## src/logic/fcsi_regs.vh

```
// Register map, field positions and result codes of the flash status and interrupt block.
// Included by the design file; holds definitions only.
`ifndef FCSI_REGS_VH
`define FCSI_REGS_VH

// Byte addresses of the registers.
`define FCSI_STATUS_ADDR 32'h40018000
`define FCSI_IRQ_EN_ADDR 32'h40018004
`define FCSI_CMD_ADDR 32'h40018008
`define FCSI_KH_ADDR_ADDR 32'h4001800C
`define FCSI_KH_DLO_ADDR 32'h40018010
`define FCSI_KH_DHI_ADDR 32'h40018014

// Status register fields.
`define FCSI_ST_BUSY 0
`define FCSI_ST_LOCK 1
`define FCSI_ST_DONE 2
`define FCSI_ST_NEAR 3
`define FCSI_ST_RES_LO 4
`define FCSI_ST_RES_HI 5

// Interrupt enable fields.
`define FCSI_IE_FINISH 0
`define FCSI_IE_NEAR 1
`define FCSI_IE_FAIL 2
`define FCSI_IE_W 3

// Command and keyhole address fields.
`define FCSI_CMD_W 5
`define FCSI_KA_HI 18
`define FCSI_KA_LO 3

// Result codes.
`define FCSI_RES_OK 2'h0
`define FCSI_RES_PROT 2'h1
`define FCSI_RES_VERIFY 2'h2
`define FCSI_RES_ABORT 2'h3

// Reset value and erase-check all-ones pattern.
`define FCSI_ZERO32 32'h00000000
`define FCSI_ONES64 64'hFFFFFFFFFFFFFFFF

`endif

```

## src/logic/fcsi_status_irq.v

```verilog
// Status flags, result code and interrupt enables of an embedded flash controller.
// Assumes the command engine runs on REF_CLK_IN and gives one-cycle event pulses.
//
// Local design decision: the address-and-strobe port.
`timescale 1ns/1ps
`include "fcsi_regs.vh"

// Function
// - Result code 00 reports a command or write finished without error.
// - Result code 01 reports a sign, write or erase on protected location.
// - Erase readback not all ones reports result code 10.
// - Signature differing from stored top four bytes reports result code 10.
// - Result code 11 reports a command or write ended by abort.
// - Write-nearly-finished bit 3 sets on the engine's nearly-finished pulse, before completion; clears on status read.
// - Write-nearly-finished marks when keyhole registers may be reloaded.
// - Op-finished bit 2 sets on command completion, stays until status read.
// - With back-to-back commands op-finished sets after the first completes.
// - Keyhole-locked bit 1 sets once the engine starts a keyhole write.
// - While locked, keyhole address and data writes are ignored; commands accepted.
// - Engine-active bit 0 is high while a register-issued command executes.
// - Fail enable bit 2 raises interrupt on completion with error result.
// - Nearly-finished enable bit 1 enables its interrupt and reads as zero.
// - Finish enable bit 0 raises interrupt on every completion.
// - Result field bits 5:4 keep the first error; status read clears it.
module fcsi_status_irq
(
    // Clock and reset.
    input wire REF_CLK_IN,
    input wire NRST_IN,
    // Register port.
    input wire [31:0] ADDR_IN,
    input wire [31:0] WDATA_IN,
    input wire WR_IN,
    input wire RD_IN,
    output reg [31:0] RDATA_OUT,
    // Command engine events.
    input wire DONE_IN,
    input wire WR_START_IN,
    input wire WR_NEAR_IN,
    input wire PROT_ERR_IN,
    input wire ABORT_IN,
    input wire VERIFY_VALID_IN,
    input wire [63:0] VERIFY_DATA_IN,
    input wire SIGN_VALID_IN,
    input wire [31:0] SIGN_CALC_IN,
    input wire [31:0] SIGN_STORED_IN,
    // Command and keyhole contents to the engine.
    output reg [`FCSI_CMD_W-1:0] CMD_OUT,
    output reg CMD_STB_OUT,
    output reg [`FCSI_KA_HI:`FCSI_KA_LO] KH_ADDR_OUT,
    output reg [31:0] KH_DATA_LO_OUT,
    output reg [31:0] KH_DATA_HI_OUT,
    // Interrupt and status.
    output reg IRQ_OUT,
    output reg BUSY_OUT
);

    reg [1:0] result_code;
    reg [1:0] cur_err;
    reg write_nearly_finished;
    reg op_finished_flag;
    reg keyhole_locked;
    reg engine_active;
    reg [`FCSI_IE_W-1:0] flash_interrupt_enable;

    reg [1:0] next_result_code;
    reg [1:0] next_cur_err;
    reg [1:0] ev_err;
    reg next_near;
    reg next_done;
    reg next_lock;
    reg next_active;
    reg next_irq;
    reg [`FCSI_IE_W-1:0] next_ie;
    reg [31:0] next_rdata;

    // Register decodes; the status register has no writable bits, so writes to it are dropped.
    wire rd_status = RD_IN && (ADDR_IN == `FCSI_STATUS_ADDR);
    wire wr_ie = WR_IN && (ADDR_IN == `FCSI_IRQ_EN_ADDR);
    wire wr_cmd = WR_IN && (ADDR_IN == `FCSI_CMD_ADDR);
    wire wr_ka = WR_IN && (ADDR_IN == `FCSI_KH_ADDR_ADDR);
    wire wr_dlo = WR_IN && (ADDR_IN == `FCSI_KH_DLO_ADDR);
    wire wr_dhi = WR_IN && (ADDR_IN == `FCSI_KH_DHI_ADDR);
    wire verify_bad = VERIFY_VALID_IN && (VERIFY_DATA_IN != `FCSI_ONES64);
    wire sign_bad = SIGN_VALID_IN && (SIGN_CALC_IN != SIGN_STORED_IN);

    // Error seen in this cycle, in fixed priority when several coincide.
    always @*
    begin
        if (ABORT_IN)
        begin
            ev_err = `FCSI_RES_ABORT;
        end
        else if (PROT_ERR_IN)
        begin
            ev_err = `FCSI_RES_PROT;
        end
        else if (verify_bad)
        begin
            ev_err = `FCSI_RES_VERIFY;
        end
        else if (sign_bad)
        begin
            ev_err = `FCSI_RES_VERIFY;
        end
        else
        begin
            ev_err = `FCSI_RES_OK;
        end
    end

    // Error of the command in flight, held until its completion hands it on.
    always @*
    begin
        next_cur_err = cur_err;
        if (cur_err == `FCSI_RES_OK)
        begin
            next_cur_err = ev_err;
        end
        if (DONE_IN)
        begin
            next_cur_err = `FCSI_RES_OK;
        end
    end

    // Result field keeps the first error; a completion in the reading cycle still lands.
    always @*
    begin
        next_result_code = result_code;
        if (rd_status)
        begin
            next_result_code = `FCSI_RES_OK;
        end
        if (DONE_IN && (result_code == `FCSI_RES_OK || rd_status))
        begin
            if (cur_err != `FCSI_RES_OK)
            begin
                next_result_code = cur_err;
            end
            else
            begin
                next_result_code = ev_err;
            end
        end
    end

    // Status flags: a hardware event wins over the clear of a status read in the same cycle.
    always @*
    begin
        next_done = op_finished_flag;
        if (rd_status)
        begin
            next_done = 1'b0;
        end
        if (DONE_IN)
        begin
            next_done = 1'b1;
        end
    end

    always @*
    begin
        next_near = write_nearly_finished;
        if (rd_status)
        begin
            next_near = 1'b0;
        end
        if (WR_NEAR_IN)
        begin
            next_near = 1'b1;
        end
    end

    // The keyhole reopens as soon as the write is nearly finished, not only at completion.
    always @*
    begin
        next_lock = keyhole_locked;
        if (WR_NEAR_IN || DONE_IN)
        begin
            next_lock = 1'b0;
        end
        if (WR_START_IN)
        begin
            next_lock = 1'b1;
        end
    end

    // A command written in the completing cycle keeps the engine busy.
    always @*
    begin
        next_active = engine_active;
        if (DONE_IN)
        begin
            next_active = 1'b0;
        end
        if (wr_cmd)
        begin
            next_active = 1'b1;
        end
    end

    always @*
    begin
        next_ie = flash_interrupt_enable;
        if (wr_ie)
        begin
            next_ie = WDATA_IN[`FCSI_IE_W-1:0];
        end
    end

    // Interrupt level follows the next flag values so it rises with the flag it reports.
    always @*
    begin
        next_irq = (next_ie[`FCSI_IE_FINISH] && next_done)
            || (next_ie[`FCSI_IE_NEAR] && next_near)
            || (next_ie[`FCSI_IE_FAIL] && next_done
                && (next_result_code != `FCSI_RES_OK));
    end

    // Read data, presented in the cycle after the read strobe.
    always @*
    begin
        next_rdata = `FCSI_ZERO32;
        if (RD_IN)
        begin
            case (ADDR_IN)
                `FCSI_STATUS_ADDR:
                begin
                    next_rdata[`FCSI_ST_BUSY] = engine_active;
                    next_rdata[`FCSI_ST_LOCK] = keyhole_locked;
                    next_rdata[`FCSI_ST_DONE] = op_finished_flag;
                    next_rdata[`FCSI_ST_NEAR] = write_nearly_finished;
                    next_rdata[`FCSI_ST_RES_HI:`FCSI_ST_RES_LO] = result_code;
                end
                `FCSI_IRQ_EN_ADDR:
                begin
                    next_rdata[`FCSI_IE_FINISH] = flash_interrupt_enable[`FCSI_IE_FINISH];
                    next_rdata[`FCSI_IE_FAIL] = flash_interrupt_enable[`FCSI_IE_FAIL];
                    next_rdata[`FCSI_IE_NEAR] = 1'b0;
                end
                `FCSI_CMD_ADDR:
                    next_rdata[`FCSI_CMD_W-1:0] = CMD_OUT;
                `FCSI_KH_ADDR_ADDR:
                    next_rdata[`FCSI_KA_HI:`FCSI_KA_LO] = KH_ADDR_OUT;
                `FCSI_KH_DLO_ADDR:
                    next_rdata = KH_DATA_LO_OUT;
                `FCSI_KH_DHI_ADDR:
                    next_rdata = KH_DATA_HI_OUT;
                default:
                    next_rdata = `FCSI_ZERO32;
            endcase
        end
    end

    always @(posedge REF_CLK_IN or negedge NRST_IN)
    begin
        if (!NRST_IN)
        begin
            result_code <= `FCSI_RES_OK;
            cur_err <= `FCSI_RES_OK;
            write_nearly_finished <= 1'b0;
            op_finished_flag <= 1'b0;
            keyhole_locked <= 1'b0;
            engine_active <= 1'b0;
            flash_interrupt_enable <= {`FCSI_IE_W{1'b0}};
            RDATA_OUT <= `FCSI_ZERO32;
            IRQ_OUT <= 1'b0;
            BUSY_OUT <= 1'b0;
        end
        else
        begin
            result_code <= next_result_code;
            cur_err <= next_cur_err;
            write_nearly_finished <= next_near;
            op_finished_flag <= next_done;
            keyhole_locked <= next_lock;
            engine_active <= next_active;
            flash_interrupt_enable <= next_ie;
            RDATA_OUT <= next_rdata;
            IRQ_OUT <= next_irq;
            BUSY_OUT <= next_active;
        end
    end

    // Command and keyhole registers; keyhole writes are dropped while locked.
    always @(posedge REF_CLK_IN or negedge NRST_IN)
    begin
        if (!NRST_IN)
        begin
            CMD_OUT <= {`FCSI_CMD_W{1'b0}};
            CMD_STB_OUT <= 1'b0;
            KH_ADDR_OUT <= {(`FCSI_KA_HI - `FCSI_KA_LO + 1){1'b0}};
            KH_DATA_LO_OUT <= `FCSI_ZERO32;
            KH_DATA_HI_OUT <= `FCSI_ZERO32;
        end
        else
        begin
            CMD_STB_OUT <= wr_cmd;
            if (wr_cmd)
                CMD_OUT <= WDATA_IN[`FCSI_CMD_W-1:0];
            if (wr_ka && !keyhole_locked)
                KH_ADDR_OUT <= WDATA_IN[`FCSI_KA_HI:`FCSI_KA_LO];
            if (wr_dlo && !keyhole_locked)
                KH_DATA_LO_OUT <= WDATA_IN;
            if (wr_dhi && !keyhole_locked)
                KH_DATA_HI_OUT <= WDATA_IN;
        end
    end

endmodule // fcsi_status_irq

```

## config.mk

```make
export PLATFORM = sky130hd
export DESIGN_NAME = fcsi_status_irq
export DESIGN_NICKNAME = d
export VERILOG_FILES = /design/src/logic/fcsi_status_irq.v
export VERILOG_INCLUDE_DIRS = /design/src /design/src/logic
export SDC_FILE = /design/constraint.sdc
export NUM_CORES = 1
export LEC_CHECK = 0
export BUFFER_PORTS_ARGS = -buffer_cell sky130_fd_sc_hd__buf_2
export CAP_MARGIN = 20
export CORE_AREA = 2 2 125 127
export DETAILED_ROUTE_END_ITERATION = 8
export DIE_AREA = 0 0 127 129
export PLACE_DENSITY = 0.76
export SLEW_MARGIN = 20
export SYNTH_ARGS = -nofsm -noshare
export SYNTH_HDL_FRONTEND = slang
export SYNTH_SLANG_ARGS = --single-unit
```

## constraint.sdc

```tcl
create_clock -name REF_CLK_IN -period 2.4 [get_ports REF_CLK_IN]
set_input_delay 0.24 -clock REF_CLK_IN [delete_from_list [all_inputs] [get_ports REF_CLK_IN]]
set_output_delay 0.24 -clock REF_CLK_IN [all_outputs]
set_load 0.05 [all_outputs]
```

==> results of run 1 <==
==> flip-flops by register name, indices dropped and copies added (netlist names), 2 cells and up <==
name                    flops
CMD_OUT                     5
KH_ADDR_OUT                16
KH_DATA_HI_OUT             32
KH_DATA_LO_OUT             32
RDATA_OUT                  32
cur_err                     2
flash_interrupt_enable      3
result_code                 2
==> cell usage in the layout (no fill, tap or decap), drive strengths merged, types with 4 or more instances in the layout <==
master    n
a221oi    5
mux2i    13
mux2     88
dfrtp   130
a22o     13
clkinv    4
nand4    27
buf     332
a21oi    16
a21boi    5
nand2    26
nand3b   13
o21ai     6
a22oi     5
nor3      7
xnor2    32
nand2b    6
inv       9
nor4     11
nor2     21
clkbuf   21
a21o     10
==> per-layer routing <==
| metal | part of all wire, % | vias up | track usage (%) |
|---|---|---|---|
| li1 | - | 2435 | - |
| met1 | 39 | 2542 | 25.2 |
| met2 | 51 | 245 | 39.9 |
| met3 | 7.7 | 27 | 6.49 |
| met4 | 1.6 | 0 | 8.66 |
| met5 | 0 | - | 0 |
==> Yosys cell counts, types with 2 or more instances <==
master / instances
and2_1: 2
nor2_1: 21
mux2_2: 7
a22o_1: 13
buf_4: 5
o21ai_0: 5
nor4_1: 6
nand3b_1: 13
nor3_2: 2
buf_2: 9
nand4_1: 26
dfrtp_1: 130
a21o_1: 10
nand2_1: 26
a21boi_1: 3
a22oi_1: 5
nor3_1: 5
nor4_4: 2
and4_1: 3
mux2_1: 81
nor4_2: 3
xnor2_1: 32
inv_1: 6
a21oi_1: 16
mux2i_1: 13
or3_1: 3
clkbuf_1: 5
nand3_1: 2
nand2b_1: 6
buf_1: 2
buf_6: 4
a221oi_1: 5
a21boi_0: 2
nor4b_4: 2
==> worst min-delay path by stage <==
stage                     slack (ns)  depth (start not counted)         from             end
after floorplan                -0.06                          0      NRST_IN      CMD_OUT[0]
after global placement          0.26                          1      NRST_IN     CMD_STB_OUT
after detailed placement        0.27                          1      NRST_IN     CMD_STB_OUT
after CTS                      0.009                          2  WR_START_IN  keyhole_locked
after global routing            0.02                          2  WR_START_IN  keyhole_locked
final                           0.02                          2  WR_START_IN  keyhole_locked
==> critical path, stage by stage <==
cell and delay (ns):
buf_2 0.10, nor4_2 0.35, nand4_1 0.30, nor4_4 0.31
buf_4 0.34, a221oi_1 0.13, o21ai_0 0.19, and4_1 0.22
==> layout make-up <==
type	count	area [um2]
diodes	1	2.50
clock buffers	21	480
clock inverters	11	125
fillers	1288	6420
inverters	6	22.5
multi-input cells	324	2680
flip-flops and latches	130	3250
well taps	188	235
repair buffers	333	1760
==> per-stage QoR <==
stage	cells	util, %	total power, mW	setup slack [ns]	area (um2)
3_3_place_gp	980	53.0	2.64	0.197	7940
3_5_place_dp	980	53.0	2.65	0.156	7940
4_1_cts	1013	57.1	5.26	0.584	8560
6_report	1014	57.1	5.21	0.552	8560
5_1_grt	1014	57.1	5.41	0.414	8560
2_1_floorplan	485	-	2.38	0.456	6100
==> power by group through the flow <==
stage | Clock (mW) | Combinational (mW) | Sequential [mW]
floorplan | 0 | 0.121 | 2.26
global placement | 0 | 0.389 | 2.25
detailed placement | 0 | 0.395 | 2.25
CTS | 2.65 | 0.398 | 2.22
global route | 2.75 | 0.439 | 2.22
finish | 2.60 | 0.393 | 2.22
==> cells by family after synthesis <==
kind of cell	count (synthesis)
AOI/OAI and AO/OA	65
xor gates and xnor gates	32
buffers and inverters	31
DFF	130
muxes	101
and+or+nand+nor	126
==> timing repair <==
action                    in CTS  in global routing
hold endpoints to repair      38                  0
hold buffers                   1                  0
resized for setup              0                  0
==> results.py, run 1 <==
metrics = {
    "clocking": {
        "cts_setup_buffers": 0,
        "clockBufferDepth": 2,
        "numCtsBuffers": 17,
        "tritoncts": "built",
        "clk_pin_slew_ns": 0.05,
        "htreeDepth": 4,
        "clock_sinks": 130,
        "ctsRootBufferMaster": "clkbuf_16",
        "clk_latency_ns": 0.41,
    },
    "synth": {
        "muxShareOfSynthArea_pct": 18.4,
        "postSynthRegisterBits": 130,
        "synth_fp_nets": 688,
        "synth_area_leader_cell": "dfrtp_1",
        "synth_top_family_by_area": "multiplexers",
        "synth_enable_flop_cells": 0,
        "synth_xor_area_share_pct": 4.60,
        "syn_area_mm2": 0.00610,
        "async_flop_share_pct": 100,
        "synth.distinct_cells": 44,
        "yosysWarnings": 0,
        "yosys.area_share.simple_pct": 13.2,
        "synthAdderAreaFrac_pct": 0,
        "ys_seq_area_share_pct": 53.4,
        "synth_ff_type": "dfrtp_1",
        "synth_cells": 485,
        "synth_compound_area_share_pct": 7.55,
        "avgSynthCellArea_um2": 12.6,
        "synth_top_area_share_pct": 53.4,
        "synthTopCellsByArea": "dfrtp_1 (53%), mux2_1 (15%), xnor2_1 (4.6%)",
    },
    "timing": {
        "holdWs_ns": 0.0233,
        "min_period_over_period_pct": 77.0,
        "slew-limit-headroom_pct": 59.4,
        "slew_viol_final": 0,
        "clock_skew_ns": 0.00562,
        "hold_viol": 0,
        "tightest_slew_ns": 0.608,
        "fmax_mhz": 541,
        "tns_ns": 0,
        "period_needed_ns": 1.85,
        "finalSetupViolCount": 0,
        "rsz0062_at_grt": "false",
    },
    "floorplanning": {
        "placementRows": 45,
        "die_h_um": 129,
        "ios": 323,
        "die_area_mm2": 0.0164,
        "dieWidth_um": 127,
        "core_mm2": 0.0150,
        "start_util_pct": 40.7,
    },
    "critical_path": {
        "worstSetupStartpoint": "ADDR_IN[0]",
        "worst-endpoint-arrival_ns": 2.19,
        "startpoint_type": "input pin",
        "critical_path_class": "in -> reg",
        "rr_endpoint": "KH_DATA_LO_OUT[27]",
        "cp.required_ns": 2.74,
        "reg2reg_setup_slack_ns": 0.88,
        "endpoint": "RDATA_OUT[2]",
        "worst-path-max-fanout": 20,
        "endpoint_kind": "register",
        "r2r-start": "keyhole_locked",
        "reg2reg_depth": 4,
    },
    "route": {
        "wirelength_um": 17800,
        "avgViaCountPerCell": 5.18,
        "vias": 5249,
        "ant_nets": 0,
        "drtIter0Drc": 286,
        "drtPass1Iterations": 5,
        "wl_per_cell_um": 17.6,
        "drc": 0,
    },
    "grt": {
        "antenna_found_initial": 1,
        "grt_usage_pct": 22.3,
        "gr-total-overflow": 0,
        "grt_max_degree": 65,
        "grt_pass1_vias": 5510,
        "grt_pass1_wl_um": 28100,
    },
    "power_and_ir_drop": {
        "p_leak_nw": 4.69,
        "seq_power_share_pct": 42.5,
        "p_sw_share_pct": 22.3,
        "p_switching_mw": 1.16,
        "cellPowerDensity_mw_per_mm2": 609,
        "combPwrFrac_pct": 7.5,
        "irDropWorstVdd_v": 0.000505,
        "p_int_mw": 4.05,
        "clkPwrFrac_pct": 49.9,
    },
    "place": {
        "hpwl_um": 13500,
        "io_buffer_count": 322,
        "place_congestion": 0.792,
    },
    "final_layout": {
        "nNetsFinal": 1015,
        "areaGrowthSynthToFinish_pct": 40.4,
        "drive_gt1_share_pct": 46.5,
    },
    "flow_run": {
        "cap_violations": 0,
    },
    "min_path": {
        "worstHoldPathType": "in -> reg",
    },
    "run_status": {
        "status": "complete, no violations",
    },
}
(Power assumes the default switching activity.)
==> run 2: changes to the inputs <==
--- a/config.mk
+++ b/config.mk
@@ -8,10 +8,10 @@
 export LEC_CHECK = 0
 export BUFFER_PORTS_ARGS = -buffer_cell sky130_fd_sc_hd__buf_2
 export CAP_MARGIN = 20
-export CORE_AREA = 2 2 125 127
+export CORE_AREA = 2 2 127 129
 export DETAILED_ROUTE_END_ITERATION = 8
-export DIE_AREA = 0 0 127 129
-export PLACE_DENSITY = 0.76
+export DIE_AREA = 0 0 129 131
+export PLACE_DENSITY = 0.74
 export SLEW_MARGIN = 20
 export SYNTH_ARGS = -nofsm -noshare
 export SYNTH_HDL_FRONTEND = slang
==> constraint.sdc (replaced) <==
create_clock -name REF_CLK_IN -period 1.8 [get_ports REF_CLK_IN]
set_input_delay 0.18 -clock REF_CLK_IN [delete_from_list [all_inputs] [get_ports REF_CLK_IN]]
set_output_delay 0.18 -clock REF_CLK_IN [all_outputs]
set_load 0.05 [all_outputs]
==> results.py, run 2 (same netlist as run 1, synthesis figures left out) <==
metrics = {
    "run_status": {
        "status": "complete, no violations",
    },
    "floorplanning": {
        "core_mm2": 0.0156,
        "ios": 323,
        "dieWidth_um": 129,
        "placementRows": 46,
        "die_h_um": 131,
        "die_area_mm2": 0.0169,
        "start_util_pct": 39.1,
    },
    "timing": {
        "clock_skew_ns": 0.00683,
        "tns_ns": 0,
        "period_needed_ns": 1.79,
        "min_period_over_period_pct": 99.2,
        "fmax_mhz": 560,
        "holdWs_ns": 0.0110,
        "hold_viol": 0,
        "finalSetupViolCount": 0,
        "tightest_slew_ns": 0.557,
        "rsz0062_at_grt": "true",
        "slew-limit-headroom_pct": 62.9,
        "slew_viol_final": 0,
    },
    "critical_path": {
        "startpoint_type": "input pin",
        "cp.required_ns": 2.09,
        "worst-path-max-fanout": 3,
        "critical_path_class": "in -> reg",
        "critPathMaxStageDelay_ns": 0.35,
        "path_cells": "buf_2, nor4_4, nand4_1, buf_4, buf_4, nor3_4, mux2_4, a22oi_2, o21ai_1",
        "endpoint_kind": "register",
        "cp_common_cell": "buf_4",
        "crit_slowest_cell": "mux2_4",
        "reg2reg_depth": 4,
        "worst-endpoint-arrival_ns": 2.07,
    },
    "route": {
        "ant_nets": 0,
        "drtPass1Iterations": 6,
        "vias": 5431,
        "wirelength_um": 19100,
        "avgViaCountPerCell": 5.00,
        "wl_per_cell_um": 17.6,
        "drc": 0,
        "drtIter0Drc": 199,
    },
    "grt": {
        "antenna_found_initial": 2,
        "grt_usage_pct": 22.1,
        "grt_pass1_vias": 5519,
        "grt_pass1_wl_um": 28400,
        "grt_max_degree": 91,
        "gr-total-overflow": 0,
    },
    "clocking": {
        "htreeDepth": 4,
        "clock_sinks": 130,
        "ctsRootBufferMaster": "clkbuf_16",
        "clk_latency_ns": 0.42,
        "clk_pin_slew_ns": 0.06,
        "tritoncts": "built",
        "clockBufferDepth": 2,
        "numCtsBuffers": 17,
    },
    "power_and_ir_drop": {
        "irDropWorstVdd_v": 0.000650,
        "seq_power_share_pct": 40.5,
        "combPwrFrac_pct": 7.9,
        "p_int_mw": 5.77,
        "p_leak_nw": 4.96,
        "cellPowerDensity_mw_per_mm2": 799,
        "p_sw_share_pct": 20.9,
        "p_switching_mw": 1.53,
        "clkPwrFrac_pct": 51.6,
    },
    "final_layout": {
        "n_fill_cell": 1321,
        "post-route-util_pct": 58.6,
        "areaGrowthSynthToFinish_pct": 49.8,
        "top_regs": "KH_DATA_HI_OUT (32), KH_DATA_LO_OUT (32), RDATA_OUT (32)",
        "final_cell_mix": "buf_2 (321), dfrtp_1 (130), mux2_1 (81)",
        "nNetsFinal": 1060,
        "final_common_cell": "buf_2",
        "drive_gt1_share_pct": 46.7,
    },
    "place": {
        "io_buffer_count": 322,
        "place_congestion": 0.821,
        "hpwl_um": 14300,
    },
    "min_path": {
        "worstHoldPathType": "in -> reg",
        "whs_path_depth": 2,
    },
    "flow_run": {
        "cap_violations": 0,
    },
}
## run 2: cell count changes in the layout (fill, tap and decap cells not counted), moves of 2 or more
cell / before / now
dlygate4sd3_1: 1 / 21
buf_4: 6 / 25
buf_12: 5 / 10
clkbuf_1: 0 / 4
bufinv_16: 2 / 5
inv_6: 3 / 0
clkbuf_8: 4 / 2
clkinvlp_4: 2 / 0
mux2_2: 7 / 5
mux2_4: 0 / 2
nor4_2: 3 / 1
nor4_4: 2 / 4
## run 2: final timing paths
| check | from | to | slack [ns] |
|---|---|---|---|
| max in group asynchronous | NRST_IN | KH_DATA_HI_OUT[12] | 0.94 |
| max reg2reg | keyhole_locked | KH_DATA_LO_OUT[23] | 0.35 |
| min reg2reg | KH_DATA_LO_OUT[19] | KH_DATA_LO_OUT[19] | 0.51 |
| max | ADDR_IN[6] | IRQ_OUT | 0.01 |
| min | WDATA_IN[12] | KH_DATA_LO_OUT[12] | 0.01 |
| min in group asynchronous | NRST_IN | KH_DATA_LO_OUT[3] | 0.15 |
## run 2: layout make-up
cell class | count | area (um2) | area share (%)
antenna | 1 | 2.50 | 0.0274
clock buffer | 23 | 468 | 5.12
clock inverter | 9 | 178 | 1.95
inverter | 6 | 22.5 | 0.247
multi-input combinational | 324 | 2720 | 29.8
sequential | 130 | 3250 | 35.6
tap | 216 | 270 | 2.96
timing repair buffer | 378 | 2220 | 24.3
## run 2: repair_timing
action | CTS | global route
hold buffers | 21 | 0
buffers inserted | 0 | 4
endpoints found under the hold margin | 164 | 0
setup endpoints to repair | 0 | 6
gates resized for setup | 0 | 6
## run 2: worst max-delay path: cells and delay by family
kind	cells	cell delay, ns
and+or+nand+nor	3	0.82
buffers and inverters	3	0.47
muxes	1	0.35
AOI/OAI and AO/OA	2	0.26
## run 2: metal layers
metal,vias to the layer above,global-route usage [%],share of wire (%)
li1,2518,-,-
met1,2626,24.7,38
met2,251,41.1,53
met3,36,5.17,6.6
met4,0,8.38,2.0
met5,-,0,0
## run 2: per-stage QoR
stage / worst slack [ns] / area, um2 / instances / power (mW)
floorplan: -0.0620 / 6120 / 485 / 3.17
global placement: -0.247 / 8200 / 1029 / 3.54
detailed placement: -0.333 / 8200 / 1029 / 3.55
CTS: 0.0884 / 9060 / 1082 / 7.34
global route: -0.0709 / 9130 / 1087 / 7.53
finish: 0.0138 / 9130 / 1087 / 7.30
## run 2: power groups by stage
stage | Clock, mW | Sequential [mW] | Combinational, mW
2_1_floorplan | 0 | 3.01 | 0.163
3_3_place_gp | 0 | 3.00 | 0.532
3_5_place_dp | 0 | 3.00 | 0.543
4_1_cts | 3.80 | 2.95 | 0.583
5_1_grt | 3.95 | 2.95 | 0.634
6_report | 3.77 | 2.95 | 0.576
